<file path="src/core/eipu_pkg.sv">
// constants, register map and source numbering of the event interrupt unit
// assumes one 40 MHz clock, AXI4-Lite register access, same-clock requests
package eipu_pkg;

   // *********************************************************************
   // source counts and numbering
   // *********************************************************************
   localparam int NUM_EV   = 13;
   localparam int NUM_SW   = 7;
   localparam int NUM_TRAP = 16;
   localparam int NUM_EXC  = 6;
   localparam int NUM_NMI  = NUM_EXC + NUM_TRAP;
   localparam int LVL_W    = 4;
   localparam int ID_W     = 6;
   localparam int PF_W     = 3;
   localparam int ST_W     = 4;
   localparam int AW       = 8;

   localparam logic [ID_W-1:0] ID_EXC = 6'h00;
   localparam logic [ID_W-1:0] ID_EV  = 6'h16;
   localparam logic [ID_W-1:0] ID_SW  = 6'h23;

   localparam logic [LVL_W-1:0] LVL_NMI    = 4'hF;
   localparam logic [LVL_W-1:0] LVL_EV_BAS = 4'h8;
   localparam logic [LVL_W-1:0] LVL_EV_MIN = 4'h9;
   localparam logic [LVL_W-1:0] LVL_SW_MAX = 4'h7;

   // enable-bit slot of each event source, sources in rank order
   localparam logic [3:0] EV_SLOT [NUM_EV] = '{
      4'h0, 4'h1, 4'h2, 4'h3, 4'h4, 4'h5,
      4'h8, 4'h9, 4'hB, 4'hC, 4'hD, 4'hE, 4'hF};

   localparam int GEN_BIT = 7;
   localparam int EXT0    = 0;
   localparam int EXT1    = 2;
   localparam int PF_HI   = 4;
   localparam logic [7:0] ENL_MASK = 8'hBF;
   localparam logic [7:0] ENH_MASK = 8'hFB;
   localparam logic [7:0] PRI_MASK = 8'h77;
   localparam logic [2:0] PRI_HOLE = 3'h3;

   // *********************************************************************
   // register map
   // *********************************************************************
   localparam logic [AW-1:0] OFS_ENL  = 8'h00;
   localparam logic [AW-1:0] OFS_ENH  = 8'h04;
   localparam logic [AW-1:0] OFS_SRQ  = 8'h08;
   localparam logic [AW-1:0] OFS_SEN  = 8'h0C;
   localparam logic [AW-1:0] OFS_IST  = 8'h10;
   localparam logic [AW-1:0] OFS_IMSK = 8'h14;
   localparam logic [AW-1:0] OFS_STAT = 8'h18;
   localparam logic [AW-1:0] OFS_PRI0 = 8'h20;

   // status bits
   localparam int ST_EV   = 0;
   localparam int ST_SW   = 1;
   localparam int ST_NMI  = 2;
   localparam int ST_WAKE = 3;

   localparam logic [1:0] RESP_OKAY   = 2'h0;
   localparam logic [1:0] RESP_SLVERR = 2'h2;

endpackage

</file>
<file path="src/core/eipu_arb.sv">
// highest-level search over a request vector, lower index wins a tie
// assumes levels packed LVL_W bits per request, index 0 in the low bits
`timescale 1ns/100ps
module eipu_arb #(
   parameter int N  = 4,
   parameter int IW = 2
) (
   // candidates
   input  wire logic [N-1:0]                  req,
   input  wire logic [N*eipu_pkg::LVL_W-1:0]  lvl,
   // winner
   output logic                               found,
   output logic [IW-1:0]                      idx,
   output logic [eipu_pkg::LVL_W-1:0]         best
);
   import eipu_pkg::*;

   // strict compare keeps the earlier (better ranked) source on a tie
   always_comb
   begin
      found = 1'b0;
      idx   = '0;
      best  = '0;
      for (int i = 0; i < N; i++)
      begin
         if (req[i] && (lvl[i*LVL_W +: LVL_W] > best))
         begin
            found = 1'b1;
            idx   = IW'(i);
            best  = lvl[i*LVL_W +: LVL_W];
         end
      end
   end

endmodule

</file>
<file path="src/core/eipu_top.sv">
// event interrupt priority unit: masking, level assignment, arbitration
// assumes requests and core running level come from logic on aclk
`timescale 1ns/100ps
module eipu_top (
   // clock and reset
   input  wire logic                          aclk,
   input  wire logic                          aresetn,
   // axi4-lite write address
   input  wire logic [eipu_pkg::AW-1:0]       s_axi_awaddr,
   input  wire logic                          s_axi_awvalid,
   output logic                               s_axi_awready,
   // axi4-lite write data
   input  wire logic [31:0]                   s_axi_wdata,
   input  wire logic [3:0]                    s_axi_wstrb,
   input  wire logic                          s_axi_wvalid,
   output logic                               s_axi_wready,
   // axi4-lite write response
   output logic [1:0]                         s_axi_bresp,
   output logic                               s_axi_bvalid,
   input  wire logic                          s_axi_bready,
   // axi4-lite read
   input  wire logic [eipu_pkg::AW-1:0]       s_axi_araddr,
   input  wire logic                          s_axi_arvalid,
   output logic                               s_axi_arready,
   output logic [31:0]                        s_axi_rdata,
   output logic [1:0]                         s_axi_rresp,
   output logic                               s_axi_rvalid,
   input  wire logic                          s_axi_rready,
   // peripheral side
   input  wire logic [eipu_pkg::NUM_EV-1:0]   ev_req,
   input  wire logic [1:0]                    ext_lvl_mode,
   input  wire logic [eipu_pkg::NUM_EXC-1:0]  exc_req,
   input  wire logic [eipu_pkg::NUM_TRAP-1:0] trap_req,
   // core side
   input  wire logic [eipu_pkg::LVL_W-1:0]    core_run_level,
   output logic                               irq_valid,
   output logic [eipu_pkg::ID_W-1:0]          irq_id,
   output logic [eipu_pkg::LVL_W-1:0]         irq_level,
   output logic                               wake,
   output logic                               irq
);
   import eipu_pkg::*;

   // *********************************************************************
   // register bus
   // *********************************************************************
   logic [AW-1:0]    awaddr_r;
   logic [7:0]       wdata_r;
   logic             wstrb0_r;
   logic             aw_have_r;
   logic             w_have_r;
   logic             bvalid_r;
   logic [1:0]       bresp_r;
   logic             rvalid_r;
   logic [1:0]       rresp_r;
   logic [31:0]      rdata_r;
   logic             wr_fire;
   logic             wr_hit;
   logic [7:0]       enl_r;
   logic [7:0]       enh_r;
   logic [7:0]       pri_r [8];
   logic [NUM_SW-1:0] srq_r;
   logic [NUM_SW-1:0] sen_r;
   logic [ST_W-1:0]  ist_r;
   logic [ST_W-1:0]  imsk_r;
   logic             valid_r;
   logic [ID_W-1:0]  id_r;
   logic [LVL_W-1:0] level_r;
   logic             wake_r;

   assign s_axi_awready = !aw_have_r && !bvalid_r;
   assign s_axi_wready  = !w_have_r && !bvalid_r;
   assign s_axi_arready = !rvalid_r;
   assign s_axi_bvalid  = bvalid_r;
   assign s_axi_bresp   = bresp_r;
   assign s_axi_rvalid  = rvalid_r;
   assign s_axi_rresp   = rresp_r;
   assign s_axi_rdata   = rdata_r;

   assign wr_fire = aw_have_r && w_have_r && !bvalid_r;

   function automatic logic reg_hit(input logic [AW-1:0] a);
      reg_hit = (a[AW-1:2] <= OFS_STAT[AW-1:2]) ||
                (a[AW-1:5] == OFS_PRI0[AW-1:5]);
   endfunction

   assign wr_hit = wr_fire && wstrb0_r && reg_hit(awaddr_r);

   // address and data are taken in either order, answered once both held
   always_ff @(posedge aclk)
   begin
      if (!aresetn)
      begin
         aw_have_r <= 1'b0;
         w_have_r  <= 1'b0;
         bvalid_r  <= 1'b0;
         bresp_r   <= RESP_OKAY;
         awaddr_r  <= '0;
         wdata_r   <= '0;
         wstrb0_r  <= 1'b0;
      end
      else
      begin
         if (s_axi_awvalid && s_axi_awready)
         begin
            aw_have_r <= 1'b1;
            awaddr_r  <= s_axi_awaddr;
         end
         if (s_axi_wvalid && s_axi_wready)
         begin
            w_have_r <= 1'b1;
            wdata_r  <= s_axi_wdata[7:0];
            wstrb0_r <= s_axi_wstrb[0];
         end
         if (wr_fire)
         begin
            aw_have_r <= 1'b0;
            w_have_r  <= 1'b0;
            bvalid_r  <= 1'b1;
            bresp_r   <= reg_hit(awaddr_r) ? RESP_OKAY : RESP_SLVERR;
         end
         else if (bvalid_r && s_axi_bready)
            bvalid_r <= 1'b0;
      end
   end

   // read data; reserved bits and the missing priority register read zero
   function automatic logic [7:0] rd_mux(input logic [AW-1:0] a);
      logic [AW-1:0] w;
      w = {a[AW-1:2], 2'b00};
      rd_mux = 8'h00;
      if (w[AW-1:5] == OFS_PRI0[AW-1:5])
         rd_mux = pri_r[a[4:2]];
      else if (w == OFS_ENL)
         rd_mux = enl_r;
      else if (w == OFS_ENH)
         rd_mux = enh_r;
      else if (w == OFS_SRQ)
         rd_mux = {1'b0, srq_r};
      else if (w == OFS_SEN)
         rd_mux = {1'b0, sen_r};
      else if (w == OFS_IST)
         rd_mux = {4'h0, ist_r};
      else if (w == OFS_IMSK)
         rd_mux = {4'h0, imsk_r};
      else if (w == OFS_STAT)
         rd_mux = {level_r, core_run_level};
   endfunction

   always_ff @(posedge aclk)
   begin
      if (!aresetn)
      begin
         rvalid_r <= 1'b0;
         rresp_r  <= RESP_OKAY;
         rdata_r  <= '0;
      end
      else if (s_axi_arvalid && s_axi_arready)
      begin
         rvalid_r <= 1'b1;
         rresp_r  <= reg_hit(s_axi_araddr) ? RESP_OKAY : RESP_SLVERR;
         rdata_r  <= {24'h000000, rd_mux(s_axi_araddr)};
      end
      else if (rvalid_r && s_axi_rready)
         rvalid_r <= 1'b0;
   end

   // *********************************************************************
   // enable, priority and software interrupt registers
   // *********************************************************************
   always_ff @(posedge aclk)
   begin
      if (!aresetn)
      begin
         enl_r <= '0;
         enh_r <= '0;
         sen_r <= '0;
         srq_r <= '0;
         for (int k = 0; k < 8; k++)
            pri_r[k] <= '0;
      end
      else if (wr_hit)
      begin
         if (awaddr_r[AW-1:5] == OFS_PRI0[AW-1:5])
         begin
            if (awaddr_r[4:2] != PRI_HOLE)
               pri_r[awaddr_r[4:2]] <= wdata_r & PRI_MASK;
         end
         else
         begin
            case ({awaddr_r[AW-1:2], 2'b00})
               OFS_ENL: enl_r <= wdata_r & ENL_MASK;
               OFS_ENH: enh_r <= wdata_r & ENH_MASK;
               OFS_SRQ: srq_r <= wdata_r[NUM_SW-1:0];
               OFS_SEN: sen_r <= wdata_r[NUM_SW-1:0];
               default: ;
            endcase
         end
      end
   end

   // *********************************************************************
   // candidate levels
   // *********************************************************************
   logic [15:0]             en_slot;
   logic [NUM_EV-1:0]       ev_live;
   logic [NUM_EV*LVL_W-1:0] ev_lvl;
   logic [NUM_SW*LVL_W-1:0] sw_lvl;
   logic [NUM_NMI*LVL_W-1:0] nmi_lvl;
   logic [NUM_NMI-1:0]      nmi_req;

   assign en_slot = {enh_r, enl_r};
   assign nmi_req = {trap_req, exc_req};

   genvar g;
   generate
      for (g = 0; g < NUM_EV; g++)
      begin : g_ev
         logic [7:0]      pr;
         logic [PF_W-1:0] fld;
         assign pr  = pri_r[EV_SLOT[g][3:1]];
         assign fld = EV_SLOT[g][0] ? pr[PF_HI +: PF_W] : pr[PF_W-1:0];
         // zero field stays level 0 and can never win
         assign ev_lvl[g*LVL_W +: LVL_W] = (fld == '0) ? '0 :
                LVL_EV_BAS + {1'b0, fld};
         assign ev_live[g] = ev_req[g] && en_slot[EV_SLOT[g]] &&
                enl_r[GEN_BIT];
      end
      for (g = 0; g < NUM_SW; g++)
      begin : g_sw
         assign sw_lvl[g*LVL_W +: LVL_W] = LVL_W'(g + 1);
      end
      for (g = 0; g < NUM_NMI; g++)
      begin : g_nmi
         assign nmi_lvl[g*LVL_W +: LVL_W] = LVL_NMI;
      end
   endgenerate

   // *********************************************************************
   // arbitration
   // *********************************************************************
   logic             ev_found;
   logic [3:0]       ev_idx;
   logic [LVL_W-1:0] ev_best;
   logic             sw_found;
   logic [2:0]       sw_idx;
   logic [LVL_W-1:0] sw_best;
   logic             nmi_found;
   logic [4:0]       nmi_idx;
   logic             ev_ok;
   logic             sw_ok;
   logic             valid_nxt;
   logic [ID_W-1:0]  id_nxt;
   logic [LVL_W-1:0] level_nxt;

   eipu_arb #(.N(NUM_EV), .IW(4)) u_ev_arb (
      .req   (ev_live),
      .lvl   (ev_lvl),
      .found (ev_found),
      .idx   (ev_idx),
      .best  (ev_best)
   );

   eipu_arb #(.N(NUM_SW), .IW(3)) u_sw_arb (
      .req   (srq_r & sen_r),
      .lvl   (sw_lvl),
      .found (sw_found),
      .idx   (sw_idx),
      .best  (sw_best)
   );

   // equal levels, so index order gives reset first, then the rest
   eipu_arb #(.N(NUM_NMI), .IW(5)) u_nmi_arb (
      .req   (nmi_req),
      .lvl   (nmi_lvl),
      .found (nmi_found),
      .idx   (nmi_idx),
      .best  ()
   );

   // an event or software request needs a strictly higher level; traps and exceptions take the core at any level
   assign ev_ok = ev_found && (ev_best > core_run_level);
   assign sw_ok = sw_found && (sw_best > core_run_level);

   always_comb
   begin
      valid_nxt = 1'b0;
      id_nxt    = '0;
      level_nxt = '0;
      if (nmi_found)
      begin
         valid_nxt = 1'b1;
         id_nxt    = ID_EXC + {1'b0, nmi_idx};
         level_nxt = LVL_NMI;
      end
      else if (ev_ok)
      begin
         valid_nxt = 1'b1;
         id_nxt    = ID_EV + {2'b00, ev_idx};
         level_nxt = ev_best;
      end
      else if (sw_ok)
      begin
         valid_nxt = 1'b1;
         id_nxt    = ID_SW + {3'b000, sw_idx};
         level_nxt = sw_best;
      end
   end

   always_ff @(posedge aclk)
   begin
      if (!aresetn)
      begin
         valid_r <= 1'b0;
         id_r    <= '0;
         level_r <= '0;
      end
      else
      begin
         valid_r <= valid_nxt;
         id_r    <= id_nxt;
         level_r <= level_nxt;
      end
   end

   assign irq_valid = valid_r;
   assign irq_id    = id_r;
   assign irq_level = level_r;

   // *********************************************************************
   // power-down wake and interrupt status
   // *********************************************************************
   logic            wake_nxt;
   logic            new_win;
   logic [ST_W-1:0] ist_set;
   logic [ST_W-1:0] ist_clr;

   assign wake_nxt = (ev_req[EXT0] && enl_r[EXT0] && ext_lvl_mode[0]) ||
                     (ev_req[EXT1] && enl_r[EXT1] && ext_lvl_mode[1]);

   always_ff @(posedge aclk)
   begin
      if (!aresetn)
         wake_r <= 1'b0;
      else
         wake_r <= wake_nxt;
   end

   assign wake    = wake_r;
   assign new_win = valid_nxt && (!valid_r || (id_nxt != id_r));
   assign ist_set = {wake_nxt && !wake_r,
                     new_win && nmi_found,
                     new_win && !nmi_found && !ev_ok,
                     new_win && !nmi_found && ev_ok};
   assign ist_clr = (wr_hit && ({awaddr_r[AW-1:2], 2'b00} == OFS_IST)) ?
                    wdata_r[ST_W-1:0] : '0;

   // a new event in the clearing cycle survives the clear
   always_ff @(posedge aclk)
   begin
      if (!aresetn)
      begin
         ist_r  <= '0;
         imsk_r <= '0;
      end
      else
      begin
         ist_r <= (ist_r & ~ist_clr) | ist_set;
         if (wr_hit && ({awaddr_r[AW-1:2], 2'b00} == OFS_IMSK))
            imsk_r <= wdata_r[ST_W-1:0];
      end
   end

   assign irq = |(ist_r & imsk_r);

   // *********************************************************************
   // assertions
   // *********************************************************************
   logic is_ev_r;
   logic is_sw_r;
   assign is_ev_r = valid_r && (id_r >= ID_EV) && (id_r < ID_SW);
   assign is_sw_r = valid_r && (id_r >= ID_SW);

   // software requests that were live when the offered source was chosen
   logic [NUM_SW-1:0] sw_live_r;
   always_ff @(posedge aclk)
   begin
      if (!aresetn)
         sw_live_r <= '0;
      else
         sw_live_r <= srq_r & sen_r;
   end
endmodule

</file>
<file path="config.mk">
export PLATFORM = sky130hd
export DESIGN_NAME = eipu_top
export DESIGN_NICKNAME = d
export VERILOG_FILES = /design/src/core/eipu_pkg.sv /design/src/core/eipu_arb.sv /design/src/core/eipu_top.sv
export SDC_FILE = /design/constraint.sdc
export NUM_CORES = 1
export LEC_CHECK = 0
export BUFFER_PORTS_ARGS = -buffer_cell sky130_fd_sc_hd__buf_2
export CAP_MARGIN = 40
export CORE_MARGIN = 2
export CORE_UTILIZATION = 49
export CTS_CLUSTER_SIZE = 24
export DETAILED_ROUTE_END_ITERATION = 8
export GPL_ROUTABILITY_DRIVEN = 0
export PLACE_DENSITY = 0.71
export REMOVE_ABC_BUFFERS = 1
export SLEW_MARGIN = 20
export SYNTH_ARGS = -nofsm -noshare
export SYNTH_HDL_FRONTEND = slang
export SYNTH_SLANG_ARGS = --single-unit
export TNS_END_PERCENT = 10
</file>
<file path="constraint.sdc">
create_clock -name aclk -period 38.5 [get_ports aclk]
set_input_delay 1.925 -clock aclk [delete_from_list [all_inputs] [get_ports aclk]]
set_output_delay 1.925 -clock aclk [all_outputs]
set_load 0.01 [all_outputs]
</file>
# Yosys cells after proc, flatten, opt, wreduce, memory -nomap -nowiden
# Memory sizes are Yosys's and may differ from the RTL's.
# Index checks and enable logic that the tools add are counted.
# totals
regBits	81
latch_bits	0
ram_bits	48
rom_bits	0
elab_cells	395
n_memories	1
# classes
addsub	15
mul	0
div_mod_pow	0
magnitude_cmp	44
eq_ne	15
shift	0
n_mux	168
n_bitwise	7
reduce_logical	125
# mem_list
memory	depth	width	rd	rd_ports_with_merged_regs	wr	line	text
pri_r	8	6	8	0	8	eipu_top.sv:61	logic [7:0] pri_r [8];
# ops
operator	n
4-bit two-way mux	64
1-bit logical AND	89
4-bit > comparator, first input constant	21
8-bit two-way mux	8
1-bit two-way mux	60
4-bit > comparator	14
4-bit by 3-bit adder with 4-bit output, first input constant	13
3-bit two-way mux	16
3-bit logical NOT	13
6-bit by 3-bit == test with 1-bit output, second input constant	5
5-bit two-way mux	6
6-bit by 2-bit == test with 1-bit output, second input constant	4
6-bit two-way mux	4
2-bit two-way mux	10
6-bit by 1-bit == test with 1-bit output, second input constant	2
6-bit by 3-bit less-or-equal comparator with 1-bit output, second input constant	2
6-bit logical NOT	2
3-bit AND reduction	4
3-bit > comparator, first input constant	3
4-bit bitwise AND	2
1-bit logical NOT	8
7-bit bitwise AND	1
5-bit by 4-bit adder with 6-bit output, first input constant	1
6-bit by 3-bit adder with 6-bit output, first input constant	1
other kinds (15)	21

# Logic depth before layout (Yosys ltp)
# Gate-level depths: netlist (run 1).
# depth
depth_word	71
mapped_depth	107

# Modules after synthesis
# A second synthesis (run 1) with hierarchy kept.
# unflattened
cells_unflattened	1914
area_unflattened_um2	15068.2
# by_module_without_submodules
mod	n_inst	cells_each	area_per_inst_um2	seq_area_each_um2
eipu_top	1	692	6633.9	2982.9
eipu_arb (u_nmi_arb)	1	673	4610.7	0.0
eipu_arb (u_ev_arb)	1	380	2698.8	0.0
eipu_arb (u_sw_arb)	1	169	1124.8	0.0

# Worst setup path after synthesis (run 1)
# OpenSTA, ideal clock, no wires.
# synth_timing
path_kind	in2reg
from	input ev_req[0] (netlist bit)
to	register ist_r[0]
setup_time_ns	0.122
arrival_ns	19.753
t_required_ns	38.378
path_slack_ns	18.625
cell_stages	102
cell_sequence	and3_1 nand2_1 ha_1 nor2b_1 o211ai_1 a21oi_1 mux2i_1 inv_1 ha_1 nor2b_1 o211ai_1 a21o_1 mux2_2 inv_1 ha_1 nor2b_1 nor3_1 o21a_1 (+66 left out) a21boi_0 o21ai_0 inv_1 nand2_1 o21ai_0 ha_1 o21ai_0 nand2b_1 a21oi_1 a41oi_1 inv_1 a31o_1 o21ai_2 mux2i_1 mux2i_1 and4_1 and4_4 o31ai_1
# synth_via
elab_chain_cells	50
# synth_lines
item	line	text
start, declared	eipu_top.sv:30	input wire logic [eipu_pkg::NUM_EV-1:0] ev_req,
1-bit logical AND (*) (2 in series)	eipu_top.sv:226	assign ev_live[g] = ev_req[g] && en_slot[EV_SLOT[g]] &&
1-bit logical AND (*)	eipu_arb.sv:26	if (req[i] && (lvl[i*LVL_W +: LVL_W] > best))
4-bit two-way mux	eipu_arb.sv:26	
4-bit > comparator	eipu_arb.sv:26	
1-bit logical AND	eipu_arb.sv:26	
4-bit two-way mux	eipu_arb.sv:26	
4-bit > comparator	eipu_arb.sv:26	
1-bit logical AND	eipu_arb.sv:26	
(+33 left out)	n/a	
6-bit two-way mux	eipu_top.sv:296	else if (ev_ok)
6-bit two-way mux	eipu_top.sv:290	if (nmi_found)
6-bit inequality test	eipu_top.sv:350	assign new_win = valid_nxt && (!valid_r || (id_nxt != id_r));
1-bit logical OR	eipu_top.sv:350	
1-bit logical AND	eipu_top.sv:350	
1-bit logical AND	eipu_top.sv:354	new_win && !nmi_found && ev_ok};
1-bit logical AND (*)	eipu_top.sv:354	
4-bit bitwise OR (*)	eipu_top.sv:368	ist_r <= (ist_r & ~ist_clr) | ist_set;
end signal, assigned	eipu_top.sv:368	
end, declared	eipu_top.sv:64	logic [ST_W-1:0] ist_r;
# Every way passes the cells marked *; elsewhere a longest branch is shown, timed or not.
# A chain may end at the register's enable or synchronous reset.

# Worst setup path in the final report (run 1)
# layout_timing
from	input ev_req[0] (netlist bit)
to	register ist_r[1]
# layout_via
elab_chain_cells	50
# layout_lines
item	line	text
1-bit logical AND (*) (2 in series)	eipu_top.sv:226	
1-bit logical AND (*)	eipu_arb.sv:26	
4-bit two-way mux	eipu_arb.sv:26	
4-bit > comparator	eipu_arb.sv:26	
1-bit logical AND	eipu_arb.sv:26	
4-bit two-way mux	eipu_arb.sv:26	
4-bit > comparator	eipu_arb.sv:26	
1-bit logical AND	eipu_arb.sv:26	
(+33 left out)	n/a	
6-bit two-way mux	eipu_top.sv:296	
6-bit two-way mux	eipu_top.sv:290	
6-bit inequality test	eipu_top.sv:350	
1-bit logical OR	eipu_top.sv:350	
1-bit logical AND	eipu_top.sv:350	
1-bit logical AND	eipu_top.sv:353	new_win && !nmi_found && !ev_ok,
1-bit logical AND (*)	eipu_top.sv:353	
4-bit bitwise OR (*)	eipu_top.sv:368	
# Marks and branches as above.

==> metrics.csv, run 1 <==
metric;value;unit
wire per inst;17.79;um
vias in the first global route;7635;
vias;8144;
clock-pin slew on the worst setup and hold paths;0.06;ns
relative slew slack;0.4099;
critical path startpoint;ev_req[0];
post-route minimum period;22.61;ns
full die area;19440;sq um
Starting DRT DRC Count;532;
number of port buffers;96;
largest net degree at the start of global routing;74;
CTS Buf Count;17;
Sw Pwr;0.08708;mW
PwrDens;33.23;nW/um^2
final slew viol count;0;
worst-case clock buffer depth;2;
Die Y;139.4;um
DR pass1 iterations;5;
grt ovf;0;
ys flop type;dfxtp_1;
Worst Hold Class;flop to flop;
CTS tree;yes;
share of layout cells above drive strength 1;0.1688;
CTS root buffer;clkbuf_16;
Seq cells post-synth;125;
DRC Markers;0;
Core Box Area;17960;sq um
Layout Nets;1283;
Worst IR Drop VDD;0.00002956;V
Crit-path slowest cell;o21ai_2;
switching fraction of total power;0.2578;
Max stage delay on crit path;0.51;ns
Fillers;1652;
total chip power;0.3378;mW
reg2reg path depth;102;
Final Setup Violations;0;
crit-path max FO;12;
Worst R2R Setup Slack;16.71;ns
DP Wirelength;18200;um
post-route ant nets;0;
first-pass GRT wire length;38820;um
Ports;154;
R2R Path End;ist_r[1];
GRT Util Overall;0.2475;
htree depth;4;
hold violation count in the final report;0;
ys async rst share;0;
Max Cap Violations;0;
design area;10160;sq um
initial core utilization;0.5004;
RSZ-0062 raised after global routing;false;
initial antenna violation count;0;
reg2reg start;enl_r[7];
final wirelength;24620;um
site row count;49;
maximum clock frequency;44.24;MHz
Crit path required time;38.78;ns
synthesized area;8989;sq um
Worst EP arrival;22.89;ns
total setup buffers inserted after CTS;0;
number of synthesized flops with an enable pin;48;
CTS sink cnt;125;
Avg Synthesized Cell Area;8.504;sq um
Int Power;0.2507;mW
most used cell, CP;ha_1;
P&R area growth vs syn;13.08;%
antenna cell count;0;
commonest non-fill, non-tap cells in the layout;nor2_1 (120), buf_2 (98), nand2_1 (91), dfxtp_1 (77), a21oi_1 (67);
CP endpoint;ist_r[1];
Yosys cell types;91;
clock share of power;0.458;
Worst Setup End Kind;flop;
vias per cell;5.884;
sequential share of the synthesized area;0.3318;
static leakage;4.266;nW
commonest non-fill, non-tap cell in the layout;nor2_1;
clk_skew;0.009720;ns
Final period util;0.5872;
Crit Path Class;input pin to flop;
combinational power share;0.101;
Die Wd;139.4;um
critical path launch point type;input pin;
Hold Buf Count CTS;0;
Sequential Power Share;0.441;
placed inst area;9555;sq um
Yosys warning total;0;
PostCTS Resize Cnt;0;
status;finished, final reports clean;
cell count after synthesis;1057;
Setup Total Neg Slack;0;ns
Clk Latency, worst-skew pair;0.42;ns
slew of the pin with the lowest slew margin;0.8758;ns
-- critical path, delay by kind of cell --
family / cells / cell delay [ns]
buf+inv: 6 / 0.69
mux: 7 / 2.13
compound gates: 42 / 9.14
simple gates: 35 / 5.12
fa+ha+maj: 13 / 3.87
-- through the flow --
stage               setup WS [ns]  cells  hold slack [ns]    util
floorplan                   18.42   1017           0.4366       -
global placement            16.05   1347           0.4514  0.5317
detailed placement          15.72   1348           0.4524  0.5319
CTS                         16.05   1380           0.4618  0.5639
global route                13.91   1384           0.4802  0.5659
finish                      15.89   1384           0.4613  0.5659
-- flip-flops by register name, summed over array words and instances (netlist names), 4 cells and up --
name and count:
enh_r 7, s_axi_rdata 8, awaddr_r 6, irq_id 6
irq_level 4, imsk_r 4, wdata_r 8, sen_r 7
srq_r 7, enl_r 7, ist_r 4, pri_r 48
-- power groups by stage --
stage	logic [mW]	clock network (mW)	registers (mW)
global placement	0.0327	0	0.151
global route	0.0378	0.161	0.149
finish	0.0341	0.155	0.149
floorplan	0.0201	0	0.149
detailed placement	0.0332	0	0.151
CTS	0.0335	0.155	0.149
-- routing by layer --
metal	wire (um)	vias to the layer above	GRT usage	part of all wire
met3	1494	64	0.02787	0.061
met5	0	-	0	0
met4	757	0	0.08931	0.031
li1	-	3936	-	-
met1	10650	3829	0.3377	0.43
met2	11730	315	0.4082	0.48
-- Yosys cell counts, types with 4 or more instances --
master	count	area [sq um]
nor2b_1	13	81.33
ha_1	41	513.0
nand2_1	91	341.6
a21oi_2	5	43.79
nor2_1	120	450.4
a31oi_1	15	93.84
and3_1	14	87.58
clkbuf_1	40	150.1
nor4_1	7	43.79
nor3_1	22	110.1
and2_1	57	356.6
or3_1	10	62.56
a22oi_1	8	60.06
or2_2	5	31.28
o21a_1	10	75.07
nand3_1	39	195.2
o21ai_0	43	215.2
xor2_1	5	43.79
o211ai_1	10	75.07
mux2i_1	55	550.5
dfxtp_1	77	1541
mux4_2	12	270.3
xnor2_1	14	122.6
edfxtp_1	48	1441
mux2_2	14	157.7
a21oi_1	67	335.3
a211oi_1	8	60.06
buf_4	28	210.2
inv_1	62	232.7
nand2b_1	9	56.30
nand4_1	9	56.30
o221ai_1	7	61.31
a21o_1	4	30.03
-- area by class of cell --
cell class | count | area (sq um) | area share
clock inverter | 14 | 145.1 | 0.01428
tap | 229 | 286.5 | 0.02819
inverter | 62 | 232.7 | 0.02290
clock buffer | 18 | 429.2 | 0.04222
timing repair buffer | 106 | 558.0 | 0.05490
sequential | 125 | 2983 | 0.2935
multi-input combinational | 830 | 5530 | 0.5441
-- worst min-delay path by stage --
stage | from | endpoint | cells past startpoint
2_1_floorplan | wstrb0_r | wstrb0_r | 2
3_5_place_dp | wstrb0_r | wstrb0_r | 2
6_report | wstrb0_r | wstrb0_r | 2
4_1_cts | wstrb0_r | wstrb0_r | 2
5_1_grt | wstrb0_r | wstrb0_r | 2
3_3_place_gp | wstrb0_r | wstrb0_r | 2
-- kinds of logic (layout without fill, tap and decap cells) --
kind of cell,Yosys count,count (layout),synth area share
AOI/OAI and AO/OA,240,240,0.1863
xor gates and xnor gates,19,19,0.01851
adders and majority gates,43,43,0.05930
buffers and inverters,133,200,0.06723
DFF,125,125,0.3318
muxes,81,81,0.1089
other,1,32,0.0004172
and+or+nand+nor,415,415,0.2276
Power figures use the tool's default switching activity.
==> inputs of run 2 (changes only) <==
==> constraint.sdc (replaced) <==
create_clock -name aclk -period 23 [get_ports aclk]
set_input_delay 1.15 -clock aclk [delete_from_list [all_inputs] [get_ports aclk]]
set_output_delay 1.15 -clock aclk [all_outputs]
set_load 0.01 [all_outputs]
==> run 2 against run 1 <==
Net effect: power increased by 67%; die area is the same; critical path depth stayed put; first-iteration DRC count rose by 11%; via count is 0.50% lower; worst setup slack worse by 14 ns; critical endpoint unchanged; highest routed layer unchanged.
==> metrics.csv, run 2 (synthesis results as in run 1) <==
metric;value;unit
Fillers;1628;
Die Wd;139.4;um
clock share of power;0.456;
switching fraction of total power;0.2520;
Hold Buf Count CTS;0;
Sw Pwr;0.1418;mW
worst-case clock buffer depth;2;
antenna cell count;0;
Worst IR Drop VDD;0.00005727;V
number of port buffers;96;
first-pass GRT wire length;39450;um
Core Util, Final;0.5663;
CTS root buffer;clkbuf_16;
post-route minimum period;21.15;ns
Worst Setup End Kind;flop;
CTS Buf Count;17;
Worst EP arrival;21.44;ns
slew of the pin with the lowest slew margin;0.8983;ns
share of layout cells above drive strength 1;0.1716;
final worst slack;1.847;ns
max reg flops;48;
hold violation count in the final report;0;
Crit Path Class;input pin to flop;
Layout Nets;1282;
DR pass1 iterations;5;
P&R area growth vs syn;13.18;%
GRT Util Overall;0.2507;
status;finished, final reports clean;
combinational power share;0.102;
Max stage delay on crit path;0.42;ns
commonest non-fill, non-tap cells in the layout;nor2_1 (119), buf_2 (97), nand2_1 (91), dfxtp_1 (77), a21oi_1 (65);
htree depth;4;
critical path launch point type;input pin;
Crit path required time;23.29;ns
PostCTS Resize Cnt;0;
clk_skew;0.008096;ns
RSZ-0062 raised after global routing;false;
Max Cap Violations;0;
initial core utilization;0.5004;
total setup buffers inserted after CTS;0;
static leakage;4.286;nW
full die area;19440;sq um
DRC Markers;0;
CTS sink cnt;125;
final slew viol count;0;
crit-path max FO;12;
R2R Path End;ist_r[1];
DP Worst Slack;0.9808;ns
DP Wirelength;18140;um
register area;2983;sq um
reg2reg path depth;102;
CTS tree;yes;
grt ovf;0;
post-route ant nets;0;
critical path startpoint;ev_req[0];
initial antenna violation count;0;
Int Power;0.4209;mW
vias in the first global route;7668;
relative slew slack;0.3930;
Worst R2R Setup Slack;1.94;ns
Setup Total Neg Slack;0;ns
area of the multi-input gates;5548;sq um
largest net degree at the start of global routing;74;
dpl cells;1348;
Die Y;139.4;um
WHS;0.4636;ns
commonest non-fill, non-tap cell in the layout;nor2_1;
Ports;154;
Final period util;0.9197;
site row count;49;
PwrDens;55.32;nW/um^2
Worst Hold Class;flop to flop;
vias;8103;
wire per inst;17.74;um
CP endpoint;ist_r[1];
Non-Filler Instances;1383;
Sequential Power Share;0.443;
Clk Latency, worst-skew pair;0.42;ns
reg2reg start;enl_r[7];
Crit-path slowest cell;a311o_1;
final wirelength;24530;um
Core Box Area;17960;sq um
Biggest register;pri_r;
most used cell, CP;ha_1;
Starting DRT DRC Count;591;
maximum clock frequency;47.28;MHz
vias per cell;5.859;
Final Setup Violations;0;
clock-pin slew on the worst setup and hold paths;0.06;ns
[run 2: per-layer routing]
layer  vias to the layer above  track usage  part of all wire
met5                         -            0                 0
li1                       3937            -                 -
met4                         0      0.08506             0.024
met1                      3856       0.3402              0.44
met3                        41      0.03476             0.059
met2                       269       0.4133              0.48
[run 2: worst min path at each step]
stage | from | slack (ns) | cells after the start | endpoint
after floorplan | wstrb0_r | 0.44 | 2 | wstrb0_r
after global placement | wstrb0_r | 0.45 | 2 | wstrb0_r
after detailed placement | wstrb0_r | 0.46 | 2 | wstrb0_r
after CTS | wstrb0_r | 0.46 | 2 | wstrb0_r
after global routing | wstrb0_r | 0.47 | 2 | wstrb0_r
final | wstrb0_r | 0.46 | 2 | wstrb0_r
[run 2: worst max-delay path: cells and delay by family]
kind	cells	cell delay, ns
compound gates	42	8.49
fa+ha+maj	13	3.79
mux	7	2.15
buf+inv	6	0.65
simple gates	35	5.14
[run 2: stage by stage]
stage | power [mW] | instance area [sq um]
after detailed placement | 0.3088 | 9555
after global placement | 0.3080 | 9550
after floorplan | 0.2828 | 8733
after global routing | 0.5818 | 10170
after CTS | 0.5620 | 10130
final | 0.5628 | 10170
[run 2: final cells by class]
class,instances,area share
clock inverter,9,0.008240
clock buffer,23,0.04784
sequential,125,0.2932
inverter,62,0.02288
tap,229,0.02816
multi-input combinational,830,0.5453
timing repair buffer,105,0.05436
[run 2: power by group through the flow]
stage | logic, mW | registers [mW] | clock network (mW)
floorplan | 0.0337 | 0.249 | 0
global placement | 0.0547 | 0.253 | 0
detailed placement | 0.0553 | 0.253 | 0
CTS | 0.0560 | 0.249 | 0.257
global route | 0.0635 | 0.250 | 0.268
finish | 0.0572 | 0.249 | 0.256
